$ cat config.mk
export PLATFORM = sky130hd
export DESIGN_NAME = pmc_top
export DESIGN_NICKNAME = d
export VERILOG_FILES = /design/src/logic/pmc_top.v
export VERILOG_INCLUDE_DIRS = /design/src /design/src/logic
export SDC_FILE = /design/constraint.sdc
export NUM_CORES = 1
export LEC_CHECK = 0
export BUFFER_PORTS_ARGS = -buffer_cell sky130_fd_sc_hd__buf_2
export CORE_ASPECT_RATIO = 2
export CORE_MARGIN = 3
export CORE_UTILIZATION = 62
export CTS_BUF_LIST = sky130_fd_sc_hd__clkbuf_8
export DETAILED_ROUTE_END_ITERATION = 6
export PLACE_DENSITY = 0.91
export SETUP_SLACK_MARGIN = 0.3
export SLEW_MARGIN = 20
export SYNTH_ARGS = -nofsm -noshare
export SYNTH_HDL_FRONTEND = slang
export SYNTH_SLANG_ARGS = --single-unit
$ cat constraint.sdc
create_clock -name clk -period 2.9 [get_ports clk]
set_input_delay 0.58 -clock clk [delete_from_list [all_inputs] [get_ports clk]]
set_output_delay 0.58 -clock clk [all_outputs]
set_load 0.03 [all_outputs]
$ cat src/logic/pmc_regs.vh
// register map, field positions and timing constants for the modem control
// Overview of operation
// - gain low nibble picks one of sixteen receive input gain steps
// - gain high nibble picks transmit gain; code zero holds output at bias
// - transmit byte is double buffered, host gets eight bit periods
// - each byte goes out as four dibits, bit 7 end first
// - dibit 00 +90, 01 0, 11 +270, 10 +180 degrees phase change
// - first bit out of the scrambler is the left dibit digit
// - transmit mode bit 6 enables the inverted line output
// - transmit lock-up guard inverts next input after 64 output ones
// - transmit mode bit 4 routes data through the scrambler
// - transmit mode bits 3:2 select transmit equaliser level
// - transmit mode bit 1 enables modulator; transmit flags only then
// - transmit mode bit 0 selects low or high channel
// - receive lock-up guard inverts next output after 64 input ones
// - receive mode bit 4 routes data through the descrambler
// - receive mode bits 3:2 select receive equaliser level
// - receive mode bit 1 enables receiver; receive flags only then
// - receive mode bit 0 selects low or high receive channel
// - each mask bit 6..0 enables the interrupt of its flag
// - interrupt low while any flag and mask both set; flag read clears
// - ready flag when buffer frees; underflow if not refilled in time
`ifndef PMC_REGS_VH
`define PMC_REGS_VH

// ****************************************************************
// register offsets
// ****************************************************************
`define PMC_ADDR_GAIN 8'he2
`define PMC_ADDR_TX_BYTE 8'he3
`define PMC_ADDR_TX_MODE 8'he7
`define PMC_ADDR_RX_MODE 8'he8
`define PMC_ADDR_RX_BYTE 8'hea
`define PMC_ADDR_MASK 8'hee
`define PMC_ADDR_FLAGS 8'hef

// ****************************************************************
// reset values and field positions
// ****************************************************************
`define PMC_RESET_BYTE 8'h00
`define PMC_IDLE_BYTE 8'hff
`define PMC_WR_MASK_TX 8'h7f
`define PMC_WR_MASK_RX 8'h3f
`define PMC_WR_MASK_IRQ 8'h7f
`define PMC_MODE_INV_OUT 6
`define PMC_MODE_LOCKUP 5
`define PMC_MODE_SCRAMB 4
`define PMC_MODE_EQ_HI 3
`define PMC_MODE_EQ_LO 2
`define PMC_MODE_ENABLE 1
`define PMC_MODE_BAND 0
`define PMC_FLAG_RX_OVF 4
`define PMC_FLAG_RX_RDY 3
`define PMC_FLAG_TX_UNF 2
`define PMC_FLAG_TX_RDY 1
`define PMC_FLAG_MARK 0

// ****************************************************************
// scrambler and timing
// ****************************************************************
`define PMC_TAP_A 13
`define PMC_TAP_B 16
`define PMC_LOCKUP_LAST 7'h3f
`define PMC_CLK_HZ 20000000
`define PMC_BIT_RATE 1200

`endif

$ cat src/logic/pmc_top.v
// modem control register bank with transmit and receive bit paths
`timescale 1ns/10ps
`default_nettype none
`include "pmc_regs.vh"

module pmc_top #(
	parameter BIT_CYCLES = `PMC_CLK_HZ / `PMC_BIT_RATE
) (
	input wire clk, // 20 MHz device clock
	input wire rst_n, // async reset, active low
	input wire [7:0] addr, // register address
	input wire [7:0] wr_data, // write data
	input wire wr_stb, // one-cycle write strobe
	input wire rd_stb, // one-cycle read strobe
	output wire [7:0] rd_data, // read data, cycle after rd_stb
	input wire rx_bit_in, // demodulated bit, from pin
	input wire rx_bit_stb, // demodulator bit strobe, from pin
	input wire raw_mark_in, // unscrambled mark detect level, pin
	output wire [3:0] rx_gain_code, // receive gain step
	output wire [3:0] tx_gain_code, // transmit gain step, 0 = off
	output wire inverted_out_enable, // inverted line driver on
	output wire tx_lockup_prevent, // transmit lock-up guard on
	output wire tx_scrambler_on, // scrambler in path
	output wire [1:0] tx_equaliser_level, // transmit equaliser
	output wire tx_modulator_on, // modulator output enabled
	output wire tx_band_select, // 1 = high channel
	output wire rx_lockup_prevent, // receive lock-up guard on
	output wire rx_descrambler_on, // descrambler in path
	output wire [1:0] rx_equaliser_level, // receive equaliser
	output wire rx_receiver_on, // receiver enabled
	output wire channel_band_select, // receive band, 1 = high
	output wire [1:0] tx_phase_step, // phase change in 90 degree units
	output wire tx_symbol_stb, // one-cycle pulse per dibit
	output wire interrupt_out_n // interrupt, active low
);

	// cut to the timer width on purpose; default count fits in 15 bits
	localparam integer BIT_LAST_W = BIT_CYCLES - 1;
	localparam [14:0] BIT_LAST = BIT_LAST_W[14:0];

	// ****************************************************************
	// settings registers
	// ****************************************************************
	reg [7:0] gain_q;
	reg [7:0] tx_mode_q;
	reg [7:0] rx_mode_q;
	reg [7:0] mask_q;
	reg [7:0] tx_buf_q;
	reg tx_buf_full_q;
	reg [7:0] rd_data_q;
	reg [6:0] flags_q;
	reg [6:0] flags_d;
	reg irq_n_q;

	wire wr_gain = wr_stb && (addr == `PMC_ADDR_GAIN);
	wire wr_txb = wr_stb && (addr == `PMC_ADDR_TX_BYTE);
	wire rd_flags = rd_stb && (addr == `PMC_ADDR_FLAGS);
	wire rd_rxb = rd_stb && (addr == `PMC_ADDR_RX_BYTE);
	wire tx_en = tx_mode_q[`PMC_MODE_ENABLE];
	wire rx_en = rx_mode_q[`PMC_MODE_ENABLE];

	// writes land on the next edge; reserved bits stored as zero
	always @(posedge clk or negedge rst_n) begin
		if (!rst_n) begin
			gain_q <= `PMC_RESET_BYTE;
			tx_mode_q <= `PMC_RESET_BYTE;
			rx_mode_q <= `PMC_RESET_BYTE;
			mask_q <= `PMC_RESET_BYTE;
		end else if (wr_stb) begin
			if (wr_gain)
				gain_q <= wr_data;
			if (addr == `PMC_ADDR_TX_MODE)
				tx_mode_q <= wr_data & `PMC_WR_MASK_TX;
			if (addr == `PMC_ADDR_RX_MODE)
				rx_mode_q <= wr_data & `PMC_WR_MASK_RX;
			if (addr == `PMC_ADDR_MASK)
				mask_q <= wr_data & `PMC_WR_MASK_IRQ;
		end
	end

	// ****************************************************************
	// transmit bit timing and byte shifter
	// ****************************************************************
	reg [14:0] tx_tmr_q;
	reg [7:0] tx_sh_q;
	reg [2:0] tx_cnt_q;
	wire tx_tick = tx_en && (tx_tmr_q == BIT_LAST);
	wire tx_load = tx_tick && (tx_cnt_q == 3'd0);
	// an empty buffer at a byte boundary sends idle ones
	wire [7:0] tx_next_byte = tx_buf_full_q ? tx_buf_q : `PMC_IDLE_BYTE;
	wire tx_raw_bit = tx_load ? tx_next_byte[7] : tx_sh_q[7];

	// bit period counter; path parks while the modulator is off
	always @(posedge clk or negedge rst_n) begin
		if (!rst_n) begin
			tx_tmr_q <= 15'h0000;
			tx_cnt_q <= 3'h0;
			tx_sh_q <= `PMC_RESET_BYTE;
		end else if (!tx_en) begin
			tx_tmr_q <= 15'h0000;
			tx_cnt_q <= 3'h0;
		end else begin
			tx_tmr_q <= tx_tick ? 15'h0000 : tx_tmr_q + 15'h0001;
			if (tx_tick) begin
				tx_cnt_q <= tx_cnt_q + 3'h1;
				if (tx_load)
					tx_sh_q <= {tx_next_byte[6:0], 1'b0};
				else
					tx_sh_q <= {tx_sh_q[6:0], 1'b0};
			end
		end
	end

	// holding buffer: host fills it while the shifter sends
	always @(posedge clk or negedge rst_n) begin
		if (!rst_n) begin
			tx_buf_q <= `PMC_RESET_BYTE;
			tx_buf_full_q <= 1'b0;
		end else if (wr_txb) begin
			tx_buf_q <= wr_data;
			tx_buf_full_q <= 1'b1;
		end else if (tx_load) begin
			tx_buf_full_q <= 1'b0;
		end
	end

	// ****************************************************************
	// scrambler with lock-up guard
	// ****************************************************************
	reg [16:0] scr_q;
	reg [6:0] scr_ones_q;
	reg scr_inv_q;
	wire scr_on = tx_mode_q[`PMC_MODE_SCRAMB];
	wire scr_guard = tx_mode_q[`PMC_MODE_LOCKUP];
	wire scr_in = tx_raw_bit ^ (scr_inv_q & scr_guard);
	wire scr_out = scr_on ?
		(scr_in ^ scr_q[`PMC_TAP_A] ^ scr_q[`PMC_TAP_B]) :
		tx_raw_bit;
	wire scr_hit = scr_out && (scr_ones_q == `PMC_LOCKUP_LAST);

	// run counter watches the output so a stuck state is broken
	always @(posedge clk or negedge rst_n) begin
		if (!rst_n) begin
			scr_q <= 17'h0_0000;
			scr_ones_q <= 7'h00;
			scr_inv_q <= 1'b0;
		end else if (tx_tick) begin
			scr_q <= {scr_q[15:0], scr_out};
			if (!scr_guard || !scr_on || !scr_out) begin
				scr_ones_q <= 7'h00;
				scr_inv_q <= 1'b0;
			end else if (scr_hit) begin
				scr_ones_q <= 7'h00;
				scr_inv_q <= 1'b1;
			end else begin
				scr_ones_q <= scr_ones_q + 7'h01;
				scr_inv_q <= 1'b0;
			end
		end
	end

	// ****************************************************************
	// dibit pairing and phase coding
	// ****************************************************************
	reg dib_half_q;
	reg dib_first_q;
	reg [1:0] phase_q;
	reg sym_stb_q;
	reg [1:0] phase_d;

	// left digit is the earlier scrambler bit
	always @* begin
		case ({dib_first_q, scr_out})
		2'b00: phase_d = 2'd1; // +90
		2'b01: phase_d = 2'd0; // 0
		2'b11: phase_d = 2'd3; // +270
		2'b10: phase_d = 2'd2; // +180
		default: phase_d = 2'd0;
		endcase
	end

	always @(posedge clk or negedge rst_n) begin
		if (!rst_n) begin
			dib_half_q <= 1'b0;
			dib_first_q <= 1'b0;
			phase_q <= 2'd0;
			sym_stb_q <= 1'b0;
		end else begin
			sym_stb_q <= tx_tick && dib_half_q;
			if (!tx_en) begin
				dib_half_q <= 1'b0;
			end else if (tx_tick) begin
				dib_half_q <= ~dib_half_q;
				if (dib_half_q)
					phase_q <= phase_d;
				else
					dib_first_q <= scr_out;
			end
		end
	end

	// ****************************************************************
	// receive pin synchronisers
	// ****************************************************************
	reg [1:0] rxd_sync_q;
	reg [2:0] rxs_sync_q;
	reg [2:0] mark_sync_q;

	// first stage feeds only the second
	always @(posedge clk or negedge rst_n) begin
		if (!rst_n) begin
			rxd_sync_q <= 2'b00;
			rxs_sync_q <= 3'b000;
			mark_sync_q <= 3'b000;
		end else begin
			rxd_sync_q <= {rxd_sync_q[0], rx_bit_in};
			rxs_sync_q <= {rxs_sync_q[1:0], rx_bit_stb};
			mark_sync_q <= {mark_sync_q[1:0], raw_mark_in};
		end
	end

	wire rx_tick = rx_en && rxs_sync_q[1] && !rxs_sync_q[2];
	wire mark_chg = rx_en && (mark_sync_q[1] ^ mark_sync_q[2]);

	// ****************************************************************
	// descrambler and receive byte assembly
	// ****************************************************************
	reg [16:0] dsc_q;
	reg [6:0] dsc_ones_q;
	reg dsc_inv_q;
	reg [7:0] rx_sh_q;
	reg [2:0] rx_cnt_q;
	reg [7:0] rx_byte_q;
	reg rx_pend_q;
	wire dsc_on = rx_mode_q[`PMC_MODE_SCRAMB];
	wire dsc_guard = rx_mode_q[`PMC_MODE_LOCKUP];
	wire dsc_in = rxd_sync_q[1];
	wire dsc_out = dsc_on ?
		(dsc_in ^ dsc_q[`PMC_TAP_A] ^ dsc_q[`PMC_TAP_B] ^
		(dsc_inv_q & dsc_guard)) : dsc_in;
	wire rx_done = rx_tick && (rx_cnt_q == 3'd7);

	// guard counts ones arriving at the descrambler input
	always @(posedge clk or negedge rst_n) begin
		if (!rst_n) begin
			dsc_q <= 17'h0_0000;
			dsc_ones_q <= 7'h00;
			dsc_inv_q <= 1'b0;
		end else if (rx_tick) begin
			dsc_q <= {dsc_q[15:0], dsc_in};
			if (!dsc_guard || !dsc_on || !dsc_in) begin
				dsc_ones_q <= 7'h00;
				dsc_inv_q <= 1'b0;
			end else if (dsc_ones_q == `PMC_LOCKUP_LAST) begin
				dsc_ones_q <= 7'h00;
				dsc_inv_q <= 1'b1;
			end else begin
				dsc_ones_q <= dsc_ones_q + 7'h01;
				dsc_inv_q <= 1'b0;
			end
		end
	end

	// bytes fill from bit 7; a completed byte beats a same-cycle read
	always @(posedge clk or negedge rst_n) begin
		if (!rst_n) begin
			rx_sh_q <= `PMC_RESET_BYTE;
			rx_cnt_q <= 3'h0;
			rx_byte_q <= `PMC_RESET_BYTE;
			rx_pend_q <= 1'b0;
		end else begin
			if (!rx_en) begin
				rx_cnt_q <= 3'h0;
			end else if (rx_tick) begin
				rx_sh_q <= {rx_sh_q[6:0], dsc_out};
				rx_cnt_q <= rx_cnt_q + 3'h1;
			end
			if (rx_done) begin
				rx_byte_q <= {rx_sh_q[6:0], dsc_out};
				rx_pend_q <= 1'b1;
			end else if (rd_rxb) begin
				rx_pend_q <= 1'b0;
			end
		end
	end

	// ****************************************************************
	// flags, interrupt and read port
	// ****************************************************************
	// new events win over the clear caused by reading the flags
	always @* begin
		flags_d = rd_flags ? 7'h00 : flags_q;
		if (tx_load) begin
			flags_d[`PMC_FLAG_TX_RDY] = tx_buf_full_q |
				flags_d[`PMC_FLAG_TX_RDY];
			flags_d[`PMC_FLAG_TX_UNF] = !tx_buf_full_q |
				flags_d[`PMC_FLAG_TX_UNF];
		end
		if (rx_done) begin
			flags_d[`PMC_FLAG_RX_RDY] = 1'b1;
			flags_d[`PMC_FLAG_RX_OVF] = rx_pend_q |
				flags_d[`PMC_FLAG_RX_OVF];
		end
		if (mark_chg)
			flags_d[`PMC_FLAG_MARK] = 1'b1;
	end

	always @(posedge clk or negedge rst_n) begin
		if (!rst_n) begin
			flags_q <= 7'h00;
			irq_n_q <= 1'b1;
			rd_data_q <= `PMC_RESET_BYTE;
		end else begin
			flags_q <= flags_d;
			irq_n_q <= ~|(flags_d & mask_q[6:0]);
			if (rd_flags)
				rd_data_q <= {1'b0, flags_q};
			else if (rd_rxb)
				rd_data_q <= rx_byte_q;
			else
				rd_data_q <= `PMC_RESET_BYTE;
		end
	end

	// ****************************************************************
	// outputs straight from the setting, phase, strobe, interrupt and read data flops
	// ****************************************************************
	assign rd_data = rd_data_q;
	assign rx_gain_code = gain_q[3:0];
	assign tx_gain_code = gain_q[7:4];
	assign inverted_out_enable = tx_mode_q[`PMC_MODE_INV_OUT];
	assign tx_lockup_prevent = tx_mode_q[`PMC_MODE_LOCKUP];
	assign tx_scrambler_on = tx_mode_q[`PMC_MODE_SCRAMB];
	assign tx_equaliser_level = tx_mode_q[3:2];
	assign tx_modulator_on = tx_mode_q[`PMC_MODE_ENABLE];
	assign tx_band_select = tx_mode_q[`PMC_MODE_BAND];
	assign rx_lockup_prevent = rx_mode_q[`PMC_MODE_LOCKUP];
	assign rx_descrambler_on = rx_mode_q[`PMC_MODE_SCRAMB];
	assign rx_equaliser_level = rx_mode_q[3:2];
	assign rx_receiver_on = rx_mode_q[`PMC_MODE_ENABLE];
	assign channel_band_select = rx_mode_q[`PMC_MODE_BAND];
	assign tx_phase_step = phase_q;
	assign tx_symbol_stb = sym_stb_q;
	assign interrupt_out_n = irq_n_q;

endmodule
`default_nettype wire

==> flow_summary.json <==
{
  "status": "complete, no violations",
  "fin_ws_ps": 576,
  "core_um2": 10300,
  "layout_min_cycle_time_ps": 2320,
  "start_util_pct": 64.8,
  "finalCritPeriodShare_pct": 80.1,
  "post_cts_resized": 0,
  "hold_violations": 0,
  "synth-edff-count": 0,
  "wirelength_mm": 14.0,
  "ys_types": 50,
  "fmax_mhz": 430,
  "p_per_area_nw_per_um2": 541,
  "required_ps": 3280,
  "final-max-slew-violation-count": 0,
  "synthArstFlopShare_pct": 100,
  "p_sw_uw": 1030,
  "r2r-end": "tx_phase_step[0]",
  "max-slew-margin-rel_pct": 51.5,
  "die_h_um": 153,
  "final.setup.tns_ps": 0,
  "end_kind": "flip-flop",
  "ctsHoldBuffers": 0,
  "syn_to_final_growth_pct": 12.2,
  "drc_errors": 0,
  "dpl.hpwl_mm": 9.99,
  "drive_gt1_share_pct": 21.9,
  "r2r_slack_ps": 580,
  "post-cts-setup-buffer-count": 0,
  "antenna_found_initial": 0,
  "r2r_cells": 7,
  "switching_share_pct": 25.6,
  "grt_pass1_vias": 4979,
  "wl_met3_um": 622,
  "clockBufferDepth": 2,
  "path_clk_slew_ps": 90,
  "root_buffer": "clkbuf_8",
  "crit_type": "reg -> reg",
  "synth_warnings": 0,
  "fill_cells": 712,
  "io_pins": 56,
  "wl_met1_mm": 5.16,
  "dpl.cell_count": 787,
  "cts_tree": "built",
  "clock_power_share_pct": 37.3,
  "max-vdd-ir-drop_uv": 463,
  "timing.max_cap.violations": 0,
  "layout.cells.non_filler": 819,
  "power_frac_seq_pct": 57.4,
  "die-width_um": 79.3,
  "cts.htree.levels": 4,
  "first_pass_iters": 5,
  "numCtsBuffers": 17,
  "final_common_cell": "nand2_1",
  "finalNetCount": 703,
  "synthesis.nets": 641,
  "route.top_layer_used": "met4",
  "syn_area_um2": 6660,
  "synth.avg_cell_area_um2": 10.9,
  "synth-seq-area-share_pct": 60.1,
  "num_rows": 52,
  "antenna_cells": 0,
  "grt_overflow": 0,
  "drtIter0Drc": 315,
  "ys_ff_latch": 160,
  "gp_congestion": 0.844,
  "max_slew.worst_pin.slew_ps": 728,
  "drt-wirelength-per-cell_um": 17.1,
  "reg2reg_from": "tx_tmr_q[6]",
  "synthFlopType": "dfrtp_1",
  "port_buffers": 55,
  "hold_class": "in -> async",
  "die-area_um2": 12100,
  "cp_max_fo": 9,
  "intPower_uw": 3010,
  "ant_nets": 0,
  "vias_per_cell": 5.80,
  "syn_inst": 609,
  "preCtsSetupSlack_ps": 601,
  "arrival_ps": 2710,
  "p_comb_share_pct": 5.3,
  "dr_wl_met2_mm": 7.86,
  "insertion_delay_ps": 460,
  "setup_viol": 0,
  "clock_sinks": 160,
  "grt_max_degree": 79,
  "most-common-layout-cells": "164 x nand2_1, 159 x dfrtp_1, 54 x buf_2, 46 x mux2_2, 26 x nor2_1",
  "grt_pass1_wl_mm": 23.4,
  "power.leakage_uw": 0.00388,
  "crit_path_start_kind": "flip-flop",
  "grt_usage_pct": 24.9,
  "rsz0062_at_grt": "no",
  "skew_ps": 12.7,
  "dr_total_vias": 4750
}
-- layout make-up --
cell class | count | area [um^2] | share of cell area [%]
sequential | 160 | 4010 | 53.6
multi-input combinational | 418 | 2530 | 33.9
timing repair buffer | 62 | 359 | 4.80
clock buffer | 19 | 262 | 3.50
tap | 135 | 169 | 2.26
clock inverter | 13 | 101 | 1.36
inverter | 12 | 45.0 | 0.603
-- layer usage --
metal,global-route usage [%],vias to the layer above
li1,-,2178
met1,27.2,2374
met2,44.9,160
met3,4.50,38
met4,12.7,0
met5,0,-
-- cell usage after synthesis, drive strengths merged (6+ instances only) --
master | instances | area [um^2]
a21oi | 7 | 38.8
a22o | 9 | 78.8
and2 | 6 | 37.5
and3 | 10 | 62.6
clkbuf | 16 | 60.1
dfrtp | 159 | 3980
ha | 9 | 113
inv | 12 | 45.0
mux2 | 46 | 518
nand2 | 165 | 622
nand3 | 19 | 95.1
nor2 | 28 | 110
o21ai | 37 | 185
or3 | 11 | 68.8
xnor2 | 10 | 87.6
xor2 | 12 | 105
-- power groups by stage --
| stage | Sequential (uW) | Combinational, uW | Clock, uW |
|---|---|---|---|
| floorplan | 2380 | 70.1 | 0 |
| global placement | 2360 | 206 | 0 |
| detailed placement | 2360 | 215 | 0 |
| CTS | 2320 | 217 | 1540 |
| global route | 2320 | 234 | 1610 |
| finish | 2320 | 213 | 1510 |
-- state kept, by name, summed over array words and instances, names as in the netlist, 8 cells and up --
register and cells:
rx_byte_q 8, rd_data 8, dsc_q 17, tx_tmr_q 15, gain_q 8, tx_buf_q 8
scr_q 17
-- worst max-delay path, stage by stage (launching register included) --
cell	delay (ps)
dfrtp_1	460
nor4b_4	380
and4_1	480
a21oi_2	120
a21oi_1	160
xnor2_1	200
ha_1	290
o21ai_0	150
-- stage by stage --
stage	util, %	instance area, um^2	hold slack [ps]	total power, uW
floorplan	-	6660	284	2450
global placement	69.2	7110	334	2570
detailed placement	69.2	7110	340	2580
CTS	72.7	7470	158	4070
global route	72.7	7470	177	4160
finish	72.7	7470	128	4040
-- worst max path at each step --
stage | from | endpoint | slack, ps | depth (start not counted)
2_1_floorplan | tx_tmr_q[0] | tx_phase_step[0] | 840 | 9
3_3_place_gp | tx_tmr_q[1] | tx_phase_step[0] | 720 | 9
3_5_place_dp | tx_tmr_q[6] | tx_phase_step[0] | 600 | 7
4_1_cts | tx_tmr_q[6] | tx_phase_step[0] | 580 | 7
5_1_grt | tx_tmr_q[6] | tx_phase_step[0] | 390 | 7
6_report | tx_tmr_q[6] | tx_phase_step[0] | 580 | 7
-- cells by family (layout without fill, tap and decap cells) --
family,after synthesis,count (layout),synth area share (%)
compound gates,71,71,6.84
simple gates,268,268,18.5
flops,160,160,60.1
mux,48,48,8.08
fa+ha+maj,9,9,1.69
xor+xnor,22,22,2.89
buf+inv,31,106,1.84
(Power assumes the default switching activity.)
